`config.mk`:
```
export PLATFORM = sky130hd
export DESIGN_NAME = lasw_status_words
export DESIGN_NICKNAME = d
export VERILOG_FILES = /design/src/rtl/lasw_pkg.sv /design/src/rtl/lasw_limit_latch.sv /design/src/rtl/lasw_cmd_pulse.sv /design/src/rtl/lasw_status_words.sv
export VERILOG_INCLUDE_DIRS = /design/src /design/src/rtl
export SDC_FILE = /design/constraint.sdc
export NUM_CORES = 1
export LEC_CHECK = 0
export BUFFER_PORTS_ARGS = -buffer_cell sky130_fd_sc_hd__buf_2
export CAP_MARGIN = 15
export CORE_MARGIN = 1.5
export CORE_UTILIZATION = 40
export CTS_CLUSTER_DIAMETER = 60
export DETAILED_ROUTE_END_ITERATION = 16
export PLACE_DENSITY_LB_ADDON = 0.15
export SYNTH_ARGS = -nofsm -noshare
export SYNTH_HDL_FRONTEND = slang
export SYNTH_SLANG_ARGS = --single-unit
export TNS_END_PERCENT = 5
```
`constraint.sdc`:
```
create_clock -name clock -period 2.5 [get_ports clock]
set_input_delay 0.25 -clock clock [delete_from_list [all_inputs] [get_ports clock]]
set_output_delay 0.25 -clock clock [all_outputs]
set_load 0.01 [all_outputs]
```
`src/rtl/lasw_defines.svh`:
```
// offsets, field positions and codes for the limit/alarm status word bank
`ifndef LASW_DEFINES_SVH
`define LASW_DEFINES_SVH

// object addressing
`define LASW_CLASS             8'h71
`define LASW_INST_MIN          8'h01
`define LASW_INST_MAX          8'h04

// attribute numbers (register offsets)
`define LASW_ATTR_LIMIT_STATE  8'h08
`define LASW_ATTR_LIMIT_CLEAR  8'h09
`define LASW_ATTR_HI_SETPOINT  8'h0a
`define LASW_ATTR_CUR_MONITOR  8'h0b
`define LASW_ATTR_ALARM_STATE  8'h0c
`define LASW_ATTR_ALARM_CTRL   8'h0d

// field positions inside the 32-bit word
`define LASW_DATA_LSB          16
`define LASW_SP_MSB            28
`define LASW_SP_LSB            16
`define LASW_SP_INERR_BIT      29
`define LASW_SP_LIMCLR_BIT     30
`define LASW_RMS_MSB           26
`define LASW_RMS_LSB           16
`define LASW_CERR_MSB          28
`define LASW_CERR_LSB          27
`define LASW_HERR_MSB          30
`define LASW_HERR_LSB          29

// two-bit state codes
`define LASW_ST_NONE           2'h0
`define LASW_ST_LOW            2'h1
`define LASW_ST_HIGH           2'h2

// reset values
`define LASW_SP_RESET          13'h0000

`endif

```
`src/rtl/lasw_pkg.sv`:
```
// types shared by the limit/alarm status word bank
package lasw_pkg;

  // one attribute access from the network side
  typedef struct packed {
    logic        valid;
    logic        write;
    logic [7:0]  cls;
    logic [7:0]  inst;
    logic [7:0]  attr;
    logic [31:0] wdata;
  } lasw_req_t;

  // answer to one access
  typedef struct packed {
    logic        valid;
    logic        error;
    logic [31:0] rdata;
  } lasw_rsp_t;

  // current monitor sample from the current_sense_transformer front end
  typedef struct packed {
    logic [1:0]  heater_err;
    logic [1:0]  current_err;
    logic [10:0] rms;
  } lasw_cur_t;

endpackage

```
`src/rtl/lasw_limit_latch.sv`:
```
// latched two-bit limit state for eight instances
module lasw_limit_latch
  import lasw_pkg::*;
#(
  parameter int N = 8
) (
  input  wire logic           clock,
  input  wire logic           rst,
  input  wire logic           ce,
  input  wire logic [N-1:0]   set_low,
  input  wire logic [N-1:0]   set_high,
  input  wire logic [N-1:0]   clr,
  output logic      [2*N-1:0] state_ff
);
`include "lasw_defines.svh"

  logic [2*N-1:0] nxt_state;

  // an event in the clearing cycle wins, so no trip is lost
  always_comb begin
    nxt_state = state_ff;
    for (int i = 0; i < N; i++) begin
      if (set_high[i]) begin
        nxt_state[2*i +: 2] = `LASW_ST_HIGH;
      end else if (set_low[i]) begin
        nxt_state[2*i +: 2] = `LASW_ST_LOW;
      end else if (clr[i]) begin
        nxt_state[2*i +: 2] = `LASW_ST_NONE;
      end
    end
  end

  always_ff @(posedge clock) begin
    if (rst) begin
      state_ff <= '0;
    end else if (ce) begin
      state_ff <= nxt_state;
    end
  end

  a_limit_set_high: assert property (@(posedge clock) disable iff (rst)
    ce && set_high[0] |=> state_ff[1:0] == 2'h2)
    else $error("limit high event not latched");

  a_limit_clear: assert property (@(posedge clock) disable iff (rst)
    ce && clr[N-1] && !set_low[N-1] && !set_high[N-1] |=> state_ff[2*N-1 -: 2] == 2'h0)
    else $error("limit clear not applied");

endmodule

```
`src/rtl/lasw_cmd_pulse.sv`:
```
// one-cycle action pulses from write-one command bits
module lasw_cmd_pulse
  import lasw_pkg::*;
#(
  parameter int W = 17
) (
  input  wire logic         clock,
  input  wire logic         rst,
  input  wire logic         ce,
  input  wire logic         fire,
  input  wire logic [W-1:0] bits,
  output logic      [W-1:0] pulse_ff
);

  logic [W-1:0] nxt_pulse;

  // a written zero gives no pulse; pulses last one enabled cycle
  always_comb begin
    nxt_pulse = fire ? bits : '0;
  end

  always_ff @(posedge clock) begin
    if (rst) begin
      pulse_ff <= '0;
    end else if (ce) begin
      pulse_ff <= nxt_pulse;
    end
  end

  a_pulse_drop: assert property (@(posedge clock) disable iff (rst)
    ce && !fire |=> pulse_ff == '0)
    else $error("action pulse outlived its write");

endmodule

```
`src/rtl/lasw_status_words.sv`:
```
// attribute bank for limit, current monitor and alarm words
// Summary of operation
// - limit state as two-bit pairs per instance
// - limit clear word: spare and clear-limit bits
// - high set point is signed 13-bit, bits 16-28
// - bit 29 one clears latched input error
// - bit 30 one clears limit condition
// - RMS current unsigned 11 bits, bits 16-26
// - current fault code in bits 27-28
// - heater fault code in bits 29-30
// - alarm state as two-bit pairs per instance
// - alarm word: clear upper, silence lower, one acts
// - alarm control word readable and writable
// - clear-limit bit one clears that limit
module lasw_status_words
  import lasw_pkg::*;
#(
  parameter int NPAIR = 8
) (
  input  wire logic               clock,
  input  wire logic               rst,
  input  wire logic               ce,
  input  wire lasw_req_t          req,
  output lasw_rsp_t               rsp_ff,
  input  wire logic [NPAIR-1:0]   limit_low_evt,
  input  wire logic [NPAIR-1:0]   limit_high_evt,
  input  wire logic [2*NPAIR-1:0] alarm_state_in,
  input  wire lasw_cur_t          cur_in,
  output logic      [12:0]        high_setpoint_ff,
  output logic      [2*NPAIR-1:0] limit_state_ff,
  output logic                    clear_input_err_ff,
  output logic      [NPAIR-1:0]   alarm_clear_ff,
  output logic      [NPAIR-1:0]   alarm_silence_ff
);
`include "lasw_defines.svh"

  // attribute test, used by every decode term
  function automatic logic attr_is(input logic [7:0] a, input logic [7:0] want);
    return a == want;
  endfunction

  // even (lower) or odd (upper) bit of each pair in the data half
  function automatic logic [NPAIR-1:0] pair_bits(input logic [31:0] w, input int hi);
    logic [NPAIR-1:0] r;
    r = '0;
    for (int i = 0; i < NPAIR; i++) begin
      r[i] = w[`LASW_DATA_LSB + 2*i + hi];
    end
    return r;
  endfunction

  logic                 acc;
  logic                 addr_ok;
  logic                 attr_known;
  logic                 attr_ro;
  logic                 bad;
  logic                 wr_ok;
  logic                 fire_limclr;
  logic                 fire_sp;
  logic                 fire_alarm;
  logic [NPAIR-1:0]     limit_clr;
  logic [2*NPAIR+0:0]   cmd_bits;
  logic [2*NPAIR+0:0]   cmd_pulse;
  lasw_rsp_t            nxt_rsp;
  logic [12:0]          nxt_setpoint;
  logic [31:0]          rd_word;

  // address check: the master addresses class 0x71, instances 1 to 4
  always_comb begin
    acc        = ce && req.valid;
    addr_ok    = (req.cls == `LASW_CLASS) &&
                 (req.inst >= `LASW_INST_MIN) && (req.inst <= `LASW_INST_MAX);
    attr_known = attr_is(req.attr, `LASW_ATTR_LIMIT_STATE) ||
                 attr_is(req.attr, `LASW_ATTR_LIMIT_CLEAR) ||
                 attr_is(req.attr, `LASW_ATTR_HI_SETPOINT) ||
                 attr_is(req.attr, `LASW_ATTR_CUR_MONITOR) ||
                 attr_is(req.attr, `LASW_ATTR_ALARM_STATE) ||
                 attr_is(req.attr, `LASW_ATTR_ALARM_CTRL);
    // writes to read-only words are refused, not silently dropped
    attr_ro    = attr_is(req.attr, `LASW_ATTR_LIMIT_STATE) ||
                 attr_is(req.attr, `LASW_ATTR_CUR_MONITOR) ||
                 attr_is(req.attr, `LASW_ATTR_ALARM_STATE);
    bad        = !addr_ok || !attr_known || (req.write && attr_ro);
    wr_ok      = acc && req.write && !bad;
  end

  // write decode for the three action words
  always_comb begin
    fire_limclr = wr_ok && attr_is(req.attr, `LASW_ATTR_LIMIT_CLEAR);
    fire_sp     = wr_ok && attr_is(req.attr, `LASW_ATTR_HI_SETPOINT);
    fire_alarm  = wr_ok && attr_is(req.attr, `LASW_ATTR_ALARM_CTRL);
    // spare (odd) bits of the limit clear word are never looked at
    limit_clr   = fire_limclr ? pair_bits(req.wdata, 0) : '0;
    // a limit clear through the set point word acts on every pair
    if (fire_sp && req.wdata[`LASW_SP_LIMCLR_BIT]) begin
      limit_clr = '1;
    end
  end

  // set point register; bit 31 is spare and ignored
  always_comb begin
    nxt_setpoint = high_setpoint_ff;
    if (fire_sp) begin
      nxt_setpoint = req.wdata[`LASW_SP_MSB:`LASW_SP_LSB];
    end
  end

  // command vector: latched input error clear, then clears, then silences
  always_comb begin
    cmd_bits = '0;
    if (fire_sp) begin
      cmd_bits[2*NPAIR] = req.wdata[`LASW_SP_INERR_BIT];
    end
    if (fire_alarm) begin
      cmd_bits[2*NPAIR-1:NPAIR] = pair_bits(req.wdata, 1);
      cmd_bits[NPAIR-1:0]       = pair_bits(req.wdata, 0);
    end
  end

  // read word assembly; the low half and spares always read zero
  always_comb begin
    rd_word = '0;
    unique case (1'b1)
      attr_is(req.attr, `LASW_ATTR_LIMIT_STATE): begin
        rd_word[31:16] = limit_state_ff;
      end
      attr_is(req.attr, `LASW_ATTR_HI_SETPOINT): begin
        rd_word[`LASW_SP_MSB:`LASW_SP_LSB] = high_setpoint_ff;
      end
      attr_is(req.attr, `LASW_ATTR_CUR_MONITOR): begin
        rd_word[`LASW_RMS_MSB:`LASW_RMS_LSB]   = cur_in.rms;
        rd_word[`LASW_CERR_MSB:`LASW_CERR_LSB] = cur_in.current_err;
        rd_word[`LASW_HERR_MSB:`LASW_HERR_LSB] = cur_in.heater_err;
      end
      attr_is(req.attr, `LASW_ATTR_ALARM_STATE): begin
        rd_word[31:16] = alarm_state_in;
      end
      default: begin
        // action words hold no state, so they read back as zero
        rd_word = '0;
      end
    endcase
  end

  // answer one cycle after each access, refused ones included
  always_comb begin
    nxt_rsp       = '0;
    nxt_rsp.valid = req.valid;
    nxt_rsp.error = req.valid && bad;
    if (req.valid && !bad && !req.write) begin
      nxt_rsp.rdata = rd_word;
    end
  end

  always_ff @(posedge clock) begin
    if (rst) begin
      rsp_ff           <= '0;
      high_setpoint_ff <= `LASW_SP_RESET;
    end else if (ce) begin
      rsp_ff           <= nxt_rsp;
      high_setpoint_ff <= nxt_setpoint;
    end
  end

  // per-instance limit state with set-over-clear priority
  lasw_limit_latch #(
    .N (NPAIR)
  ) u_limit (
    .clock    (clock),
    .rst      (rst),
    .ce       (ce),
    .set_low  (limit_low_evt),
    .set_high (limit_high_evt),
    .clr      (limit_clr),
    .state_ff (limit_state_ff)
  );

  // one registered pulse per written one
  lasw_cmd_pulse #(
    .W (2*NPAIR+1)
  ) u_cmd (
    .clock    (clock),
    .rst      (rst),
    .ce       (ce),
    .fire     (fire_sp || fire_alarm),
    .bits     (cmd_bits),
    .pulse_ff (cmd_pulse)
  );

  assign clear_input_err_ff = cmd_pulse[2*NPAIR];
  assign alarm_clear_ff     = cmd_pulse[2*NPAIR-1:NPAIR];
  assign alarm_silence_ff   = cmd_pulse[NPAIR-1:0];

  a_bad_class: assert property (@(posedge clock) disable iff (rst)
    ce && req.valid && req.cls != 8'h71 |=> rsp_ff.valid && rsp_ff.error)
    else $error("wrong class not refused");

  a_bad_inst: assert property (@(posedge clock) disable iff (rst)
    ce && req.valid && (req.inst == 8'h00 || req.inst > 8'h04) |=> rsp_ff.error)
    else $error("instance out of range not refused");

  a_sp_load: assert property (@(posedge clock) disable iff (rst)
    ce && fire_sp |=> high_setpoint_ff == $past(req.wdata[28:16]))
    else $error("set point not loaded");

  // the pulse may only stand on if the enable was low or another clear came right behind
  a_inerr_clear: assert property (@(posedge clock) disable iff (rst)
    ce && fire_sp && req.wdata[29] |=> clear_input_err_ff ##1
    (!clear_input_err_ff || !$past(ce) || $past(fire_sp && req.wdata[29])))
    else $error("latched error clear pulse wrong");

  a_limclr_all: assert property (@(posedge clock) disable iff (rst)
    ce && fire_sp && req.wdata[30] && limit_low_evt == '0 && limit_high_evt == '0
    |=> limit_state_ff == '0)
    else $error("limit clear through set point failed");

  a_rms_read: assert property (@(posedge clock) disable iff (rst)
    ce && req.valid && !req.write && addr_ok && req.attr == 8'h0b
    |=> rsp_ff.rdata[26:16] == $past(cur_in.rms) && rsp_ff.rdata[15:0] == 16'h0000)
    else $error("RMS current field wrong");

  a_fault_read: assert property (@(posedge clock) disable iff (rst)
    ce && req.valid && !req.write && addr_ok && req.attr == 8'h0b
    |=> rsp_ff.rdata[30:27] == $past({cur_in.heater_err, cur_in.current_err}))
    else $error("fault code fields wrong");

  a_alarm_read: assert property (@(posedge clock) disable iff (rst)
    ce && req.valid && !req.write && addr_ok && req.attr == 8'h0c
    |=> rsp_ff.rdata == {$past(alarm_state_in), 16'h0000})
    else $error("alarm state word wrong");

  a_alarm_ctrl: assert property (@(posedge clock) disable iff (rst)
    ce && fire_alarm && req.wdata[31] |=> alarm_clear_ff[NPAIR-1] &&
    alarm_silence_ff[NPAIR-1] == $past(req.wdata[30]))
    else $error("alarm clear bit mapped wrong");

  a_spare_read: assert property (@(posedge clock) disable iff (rst)
    ce && req.valid && !req.write && req.attr == 8'h0a |=> rsp_ff.rdata[31:29] == 3'h0)
    else $error("spare bits not zero");

  // bus-side checks: one answer per access, refusals carry no data
  a_resp_once: assert property (@(posedge clock) disable iff (rst)
    ce && !req.valid |=> !rsp_ff.valid)
    else $error("answer without access");

  a_err_nodata: assert property (@(posedge clock) disable iff (rst)
    ce && req.valid && bad |=> rsp_ff.rdata == 32'h0)
    else $error("refused access returned data");

  a_ro_write: assert property (@(posedge clock) disable iff (rst)
    ce && req.valid && req.write && req.attr == 8'h0b |=> rsp_ff.error)
    else $error("write to current monitor word accepted");

  a_limword_write: assert property (@(posedge clock) disable iff (rst)
    ce && req.valid && req.write && addr_ok && req.attr == 8'h09
    |=> rsp_ff.valid && !rsp_ff.error)
    else $error("limit clear word write refused");

  a_ctrl_readback: assert property (@(posedge clock) disable iff (rst)
    ce && req.valid && !req.write && addr_ok && req.attr == 8'h0d
    |=> rsp_ff.valid && !rsp_ff.error && rsp_ff.rdata == 32'h0)
    else $error("alarm control word read refused");

  a_limit_read: assert property (@(posedge clock) disable iff (rst)
    ce && req.valid && !req.write && addr_ok && req.attr == 8'h08
    |=> rsp_ff.rdata == {$past(limit_state_ff), 16'h0000})
    else $error("limit state word wrong");

  // limit clear word: a one clears the pair, a zero leaves it
  a_limclr_word: assert property (@(posedge clock) disable iff (rst)
    ce && fire_limclr && req.wdata[16] && !limit_low_evt[0] && !limit_high_evt[0]
    |=> limit_state_ff[1:0] == 2'h0)
    else $error("clear-limit bit not applied");

  a_limclr_zero: assert property (@(posedge clock) disable iff (rst)
    ce && fire_limclr && !req.wdata[16] && !limit_low_evt[0] && !limit_high_evt[0]
    |=> limit_state_ff[1:0] == $past(limit_state_ff[1:0]))
    else $error("zero clear-limit bit acted");

  // set point word: untouched bits and zeros change nothing
  a_sp_hold: assert property (@(posedge clock) disable iff (rst)
    ce && !fire_sp |=> $stable(high_setpoint_ff))
    else $error("set point changed without a write");

  a_inerr_zero: assert property (@(posedge clock) disable iff (rst)
    ce && fire_sp && !req.wdata[29] |=> !clear_input_err_ff)
    else $error("error clear pulse from a zero bit");

  a_sp_keep_limit: assert property (@(posedge clock) disable iff (rst)
    ce && fire_sp && !req.wdata[30] && limit_low_evt == '0 && limit_high_evt == '0
    |=> limit_state_ff == $past(limit_state_ff))
    else $error("limit changed by a zero clear bit");

  // alarm word: lower bit silences, upper bit clears, zeros do nothing
  a_alarm_silence: assert property (@(posedge clock) disable iff (rst)
    ce && fire_alarm && req.wdata[16]
    |=> alarm_silence_ff[0] && alarm_clear_ff[0] == $past(req.wdata[17]))
    else $error("alarm silence bit mapped wrong");

  a_alarm_ignore: assert property (@(posedge clock) disable iff (rst)
    ce && fire_alarm && req.wdata[31:16] == 16'h0000
    |=> alarm_clear_ff == '0 && alarm_silence_ff == '0)
    else $error("alarm action from zero bits");

  // a stalled enable must keep the alarm clear and silence pulses where they were
  a_pulse_freeze: assert property (@(posedge clock) disable iff (rst)
    !ce |=> $stable(alarm_clear_ff) && $stable(alarm_silence_ff))
    else $error("action pulse moved while disabled");

endmodule

```
; ---- Word level (Yosys, flattened, before mapping)
; Index checks and enable logic that the tools add are counted.
[op_classes]
reduce_logical = 44
mux = 33
order_cmp = 2
eq_ne = 7
[op_table]
columns = cell, count
row1 = $pmux 13 s4, 1
row2 = $eq 8x4->1 const B, 6
row3 = $mux 2, 24
row4 = $mux 32, 1
row5 = $reduce_bool 3->1, 8
row6 = $reduce_and 2->1, 9
row7 = $mux 17, 1
row8 = $mux 16, 1
row9 = $mux 8, 2
row10 = $logic_and 1x1->1, 13
row11 = $logic_or 1x1->1, 10
row12 = $eq 8x7->1 const B, 1
row13 = $ge 8x1->1 const B, 1
row14 = $le 8x3->1 const B, 1
row15 = $pmux 2 s3, 1
row16 = $logic_not 1->1, 4
row17 = $pmux 1 s2, 1
row18 = $mux 1, 1
[word_totals]
regBits = 80
word_cells = 99
input_bits = 108

; ---- Longest topological paths before layout
[logic_depth]
ltp_word = 17
ltp_mapped = 7
depth_no_buf = 5

; ---- By module
; A second synthesis with hierarchy kept.
[unflattened]
cells_unflattened = 403
area_unflattened_um2 = 3373.2
[by_module_without_submodules]
columns = mod, cells_each, instances, area_per_inst_um2
row1 = lasw_status_words, 251, 1, 2005.7
row2 = lasw_cmd_pulse, 75, 1, 691.9
row3 = lasw_limit_latch, 77, 1, 675.6

; ---- Worst setup path after synthesis
; Ideal clock, no wire load.
[synth_path]
kind = input to register
from = in req[51] in the netlist's numbering
to = reg u_limit.state_ff[0]
slack_ps = 641
stages = 6
t_arrival_ps = 1743
setup_time_ps = 116
n_path_buf = 1
required_time_ps = 2384
path_cell_list = nor4b_2 > nand3_2 > nor4_4 > a21oi_2 > buf_6 > a41o_1
[synth_via]
elab_chain_cells = 13
[synth_lines]
columns = element, line_no
row1 = "start, declared", lasw_status_words.sv:23  ; input wire lasw_req_t req,
row2 = $eq 8x7->1 (no source line) *, -
row3 = $logic_and 1x1->1 * (2 in series), lasw_status_words.sv:71  ; addr_ok = (req.cls == `LASW_CLASS) &&
row4 = $logic_not 1->1 *, lasw_status_words.sv:83  ; bad = !addr_ok || !attr_known || (req.write && attr_ro);
row5 = $logic_or 1x1->1 * (2 in series), lasw_status_words.sv:83
row6 = $logic_not 1->1 *, lasw_status_words.sv:84  ; wr_ok = acc && req.write && !bad;
row7 = $logic_and 1x1->1 *, lasw_status_words.sv:84
row8 = $logic_and 1x1->1 (on tied branches), "lasw_status_words.sv:89, lasw_status_words.sv:90"
row9 = $mux 8 / $logic_and 1x1->1 (equally long branches), "lasw_status_words.sv:93, lasw_status_words.sv:95"
row10 = $mux 8 *, lasw_status_words.sv:95  ; if (fire_sp && req.wdata[`LASW_SP_LIMCLR_BIT]) begin
row11 = $reduce_bool 3->1 (no source line) *, -
row12 = $reduce_and 2->1 (no source line) *, -
row13 = "end signal, assigned", lasw_limit_latch.sv:37  ; state_ff <= nxt_state;
row14 = "end, declared", lasw_limit_latch.sv:13  ; output logic [2*N-1:0] state_ff
; Mark *: on every way between the ends. The rest lies on a longest branch, timed or not.
; A chain may end at the register's enable or synchronous reset.

; ---- Worst setup path after layout
[layout_path]
from = in req[37] in the netlist's numbering
to = reg rsp_ff[28] in the netlist's numbering
[layout_via]
elab_chain_cells = 13
[layout_lines]
columns = element, line_no
row1 = $eq 8x4->1, lasw_status_words.sv:39  ; return a == want;
row2 = $logic_or 1x1->1 (5 in series), lasw_status_words.sv:73  ; attr_known = attr_is(req.attr, `LASW_ATTR_LIMIT_STATE) ||
row3 = $logic_not 1->1, lasw_status_words.sv:83
row4 = $logic_or 1x1->1 (2 in series), lasw_status_words.sv:83
row5 = $logic_not 1->1, lasw_status_words.sv:150  ; if (req.valid && !bad && !req.write) begin
row6 = $logic_and 1x1->1 (2 in series), lasw_status_words.sv:150
row7 = $mux 32 *, lasw_status_words.sv:150
row8 = "end signal, assigned", lasw_status_words.sv:160  ; rsp_ff <= nxt_rsp;
row9 = "end, declared", lasw_status_words.sv:24  ; output lasw_rsp_t rsp_ff,
; Marks and branches as above.

==> run_results.csv <==
group,metric,value,unit
run_status,status,"completed",
die,core_area,0.007848,mm²
die,die_w,93.89,µm
setup_path,reg2reg_depth,3,
die,die_area,0.008815,mm²
setup_path,crit_fanout,13,
routing,drt_first_iter_violations,124,
logic_synthesis,ys_seq_area_share,38.77,%
final_layout,drive_gt1_share,36.82,%
sta,slew_violations,0,
place,dpl.hpwl,7.714,mm
sta,fmax,547.4,MHz
die,pin_count,188,
power,leakagePower,2.158,nW
logic_synthesis,syn_inst,360,
place,place_congestion,0.8714,
clocking,clock-sinks,64,
logic_synthesis,async_flop_share,0,%
global_routing,gr-total-overflow,0,
routing,ant_nets,0,
setup_path,r2r_end,"rsp_ff[17]",
logic_synthesis,synthAdderAreaFrac,0,%
final_layout,area_delta_synth_final,31.35,%
logic_synthesis,yosys.area_share.simple,20.45,%
logic_synthesis,synthXorXnorAreaFrac,0.5301,%
sta,finalHoldViolCount,0,
final_layout,final_core_util,55.31,%
setup_path,cp-endpoint,"rsp_ff[28]",
setup_path,critPathLaunchType,"input pin",
place,dpl.cell_count,602,
logic_synthesis,syn_area_per_cell,9.179,µm²
clocking,cts_resized,0,
logic_synthesis,synth.most_common_cell,"dfxtp_1",
logic_synthesis,synth_mux_area_share,15.15,%
final_layout,insertedDiodeCount,0,
logic_synthesis,ys_top_cells_by_area,"dfxtp_1 (39%), mux2i_1 (15%), nor2_1 (5.2%)",
routing,avgRoutedWirePerCell,16.39,µm
logic_synthesis,synth_commonest_cells,"dfxtp_1 (64), mux2i_1 (50), nor2_1 (46), a21oi_1 (28), nor2b_1 (20)",
setup_path,crit_type,"input pin to flip-flop",
logic_synthesis,synth_ff_type,"dfxtp_1",
clocking,cts_inserted_buffers,9,
setup_path,reg2reg_from,"u_limit.state_ff[1]",
clocking,cts_max_level,3,
global_routing,track_usage,23.36,%
clocking,holdBufCountCts,0,
sta,setup_viol,0,
power,p_total,2.386,mW
routing,vias,3241,
clocking,postCtsSetupRepairBufs,0,
final_layout,instances_no_fill,618,
setup_path,slowest_stage,"a2111oi_2",
routing,dr.pass1.iters,4,
setup_path,crit_chain,"buf_2 > nor4_1 > nand3_1 > a2111oi_2 > and4bb_1 > buf_4 > a22o_1",
sta,hold_ws,0.1368,ns
logic_synthesis,synth-compound-area-share,17.72,%
global_routing,grt_pass1_vias,2975,
routing,drcViolationCount,0,
logic_synthesis,ys_ff_latch,64,
worst_hold_path,hp-class,"input pin to flip-flop",
sta,tns,0,ns
logic_synthesis,syn_area,0.003304,mm²
routing,vias_per_cell,5.244,
die,rows,32,
worst_hold_path,hold_depth,3,
logic_synthesis,synth_top_area_share,38.77,%
clocking,path_clk_slew,0.08,ns
final_layout,nets,619,
sta,slew_headroom,56.13,%
setup_path,crit_path_max_incr_delay,0.57,ns
sta,period_share,73.07,%
setup_path,r2r_setup_slack,1.52,ns
clocking,cts_tree,"done",
die,start_util,42.11,%
sta,worst_slew_pin_slew,0.6580,ns
sta,min_period,1.827,ns
sta,rsz0062_at_grt,"no",
clocking,clockBufferDepth,2,
die,die_h,93.89,µm
logic_synthesis,yosysWarnings,0,
global_routing,grt_max_degree,47,
global_routing,grt_pass1_wl,15.59,mm
place,io_buffers,155,
routing,wirelength,10.13,mm
setup_path,cp_data_required_time,2.78,ns
power,power-per-cell-area,549.6,mW/mm²
logic_synthesis,yosysTopAreaCell,"dfxtp_1",
setup_path,crit_arrival,2.10,ns
power,ir_worst_vdd,0.3058,mV
global_routing,antenna_found_initial,0,
run,max-cap-violations,0,
logic_synthesis,synth_top_family_by_area,"simple AND/OR/NAND/NOR gates",
sta,skew,0.008522,ns
clocking,worstSkewPairLatency,0.34,ns
logic_synthesis,ys_types,46,
setup_path,crit_path_end_kind,"flip-flop",
clocking,clockRootBuffer,"clkbuf_8",
logic_synthesis,synth_edf_count,0,
setup_path,worstSetupStartpoint,"req[37]",
## worst max-delay path, delay by kind of cell
kind                   cells  cell delay (ns)
AOI/OAI and AO/OA          2             0.71
and+or+nand+nor            3             0.86
buffers and inverters      2             0.29
## power by group
part,leakage [nW],switching (mW),total [mW],internal (mW)
clock,0.117,0.427,1.02,0.594
sequential,0.519,0.0215,1.06,1.04
combinational,1.52,0.170,0.306,0.136
## per-stage QoR
step / instance area, µm² / worst slack [ns]
2_1_floorplan: 3361 / 0.6412
3_3_place_gp: 4111 / 0.3679
3_5_place_dp: 4111 / 0.3437
4_1_cts: 4340 / 0.6938
5_1_grt: 4340 / 0.4729
6_report: 4340 / 0.6732
## layout by cell type (no fill, tap or decap), types with 2 or more instances in the layout
cell / synthesis / layout
buf_4: 17 / 9
mux2i_1: 50 / 50
nand2b_1: 11 / 11
nor4b_2: 2 / 2
or3_1: 2 / 2
buf_2: 3 / 155
nand2_1: 11 / 11
a41o_1: 14 / 14
nor3_1: 2 / 2
o22ai_1: 14 / 14
bufinv_16: 0 / 2
conb_1: 1 / 16
dfxtp_1: 64 / 64
nand3b_1: 8 / 8
nor4_4: 1 / 2
a21oi_1: 28 / 28
nand3_1: 4 / 4
nor2b_1: 20 / 20
clkinv_4: 0 / 2
o21ai_0: 2 / 2
nor2_1: 46 / 46
inv_1: 3 / 3
a22o_1: 15 / 15
clkbuf_8: 0 / 10
## how the worst min path moves through the flow
stage | from | to | slack, ns
final | req[31] | u_cmd.pulse_ff[15] | 0.14
after detailed placement | rsp_ff[33] | rsp_ff[33] | 0.46
after global placement | rsp_ff[32] | rsp_ff[32] | 0.46
after global routing | req[31] | u_cmd.pulse_ff[15] | 0.16
after floorplan | req[16] | u_cmd.pulse_ff[0] | 0.39
after CTS | req[31] | u_cmd.pulse_ff[15] | 0.12
## cells by family after synthesis
kind of cell,Yosys count
other cells,1
simple gates,120
compound gates,81
xor+xnor,2
flops,64
buf+inv,42
mux,50
## state kept, by name, summed over array words and instances (netlist names)
register	count
rsp_ff	18
u_cmd.pulse_ff	17
u_limit.state_ff	16
high_setpoint_ff	13
## cell type report
type / instances / area, µm²
Multi-Input combinational cell: 269 / 1848
Fill cell: 763 / 3507
Sequential cell: 64 / 1281
Inverter: 3 / 11.26
Clock buffer: 10 / 137.6
Timing Repair Buffer: 164 / 843.3
Clock inverter: 6 / 91.34
Tap cell: 102 / 127.6
## layer usage
layer  part of all wire [%]  global-route usage, %  vias to the layer above
met3                    6.9                  5.421                       16
met5                      0                      0                        -
met2                     47                  36.41                      122
met4                    1.9                  9.328                        0
li1                       -                      -                     1582
met1                     44                  31.08                     1521
Note: power is estimated with default switching activity, not from simulation.
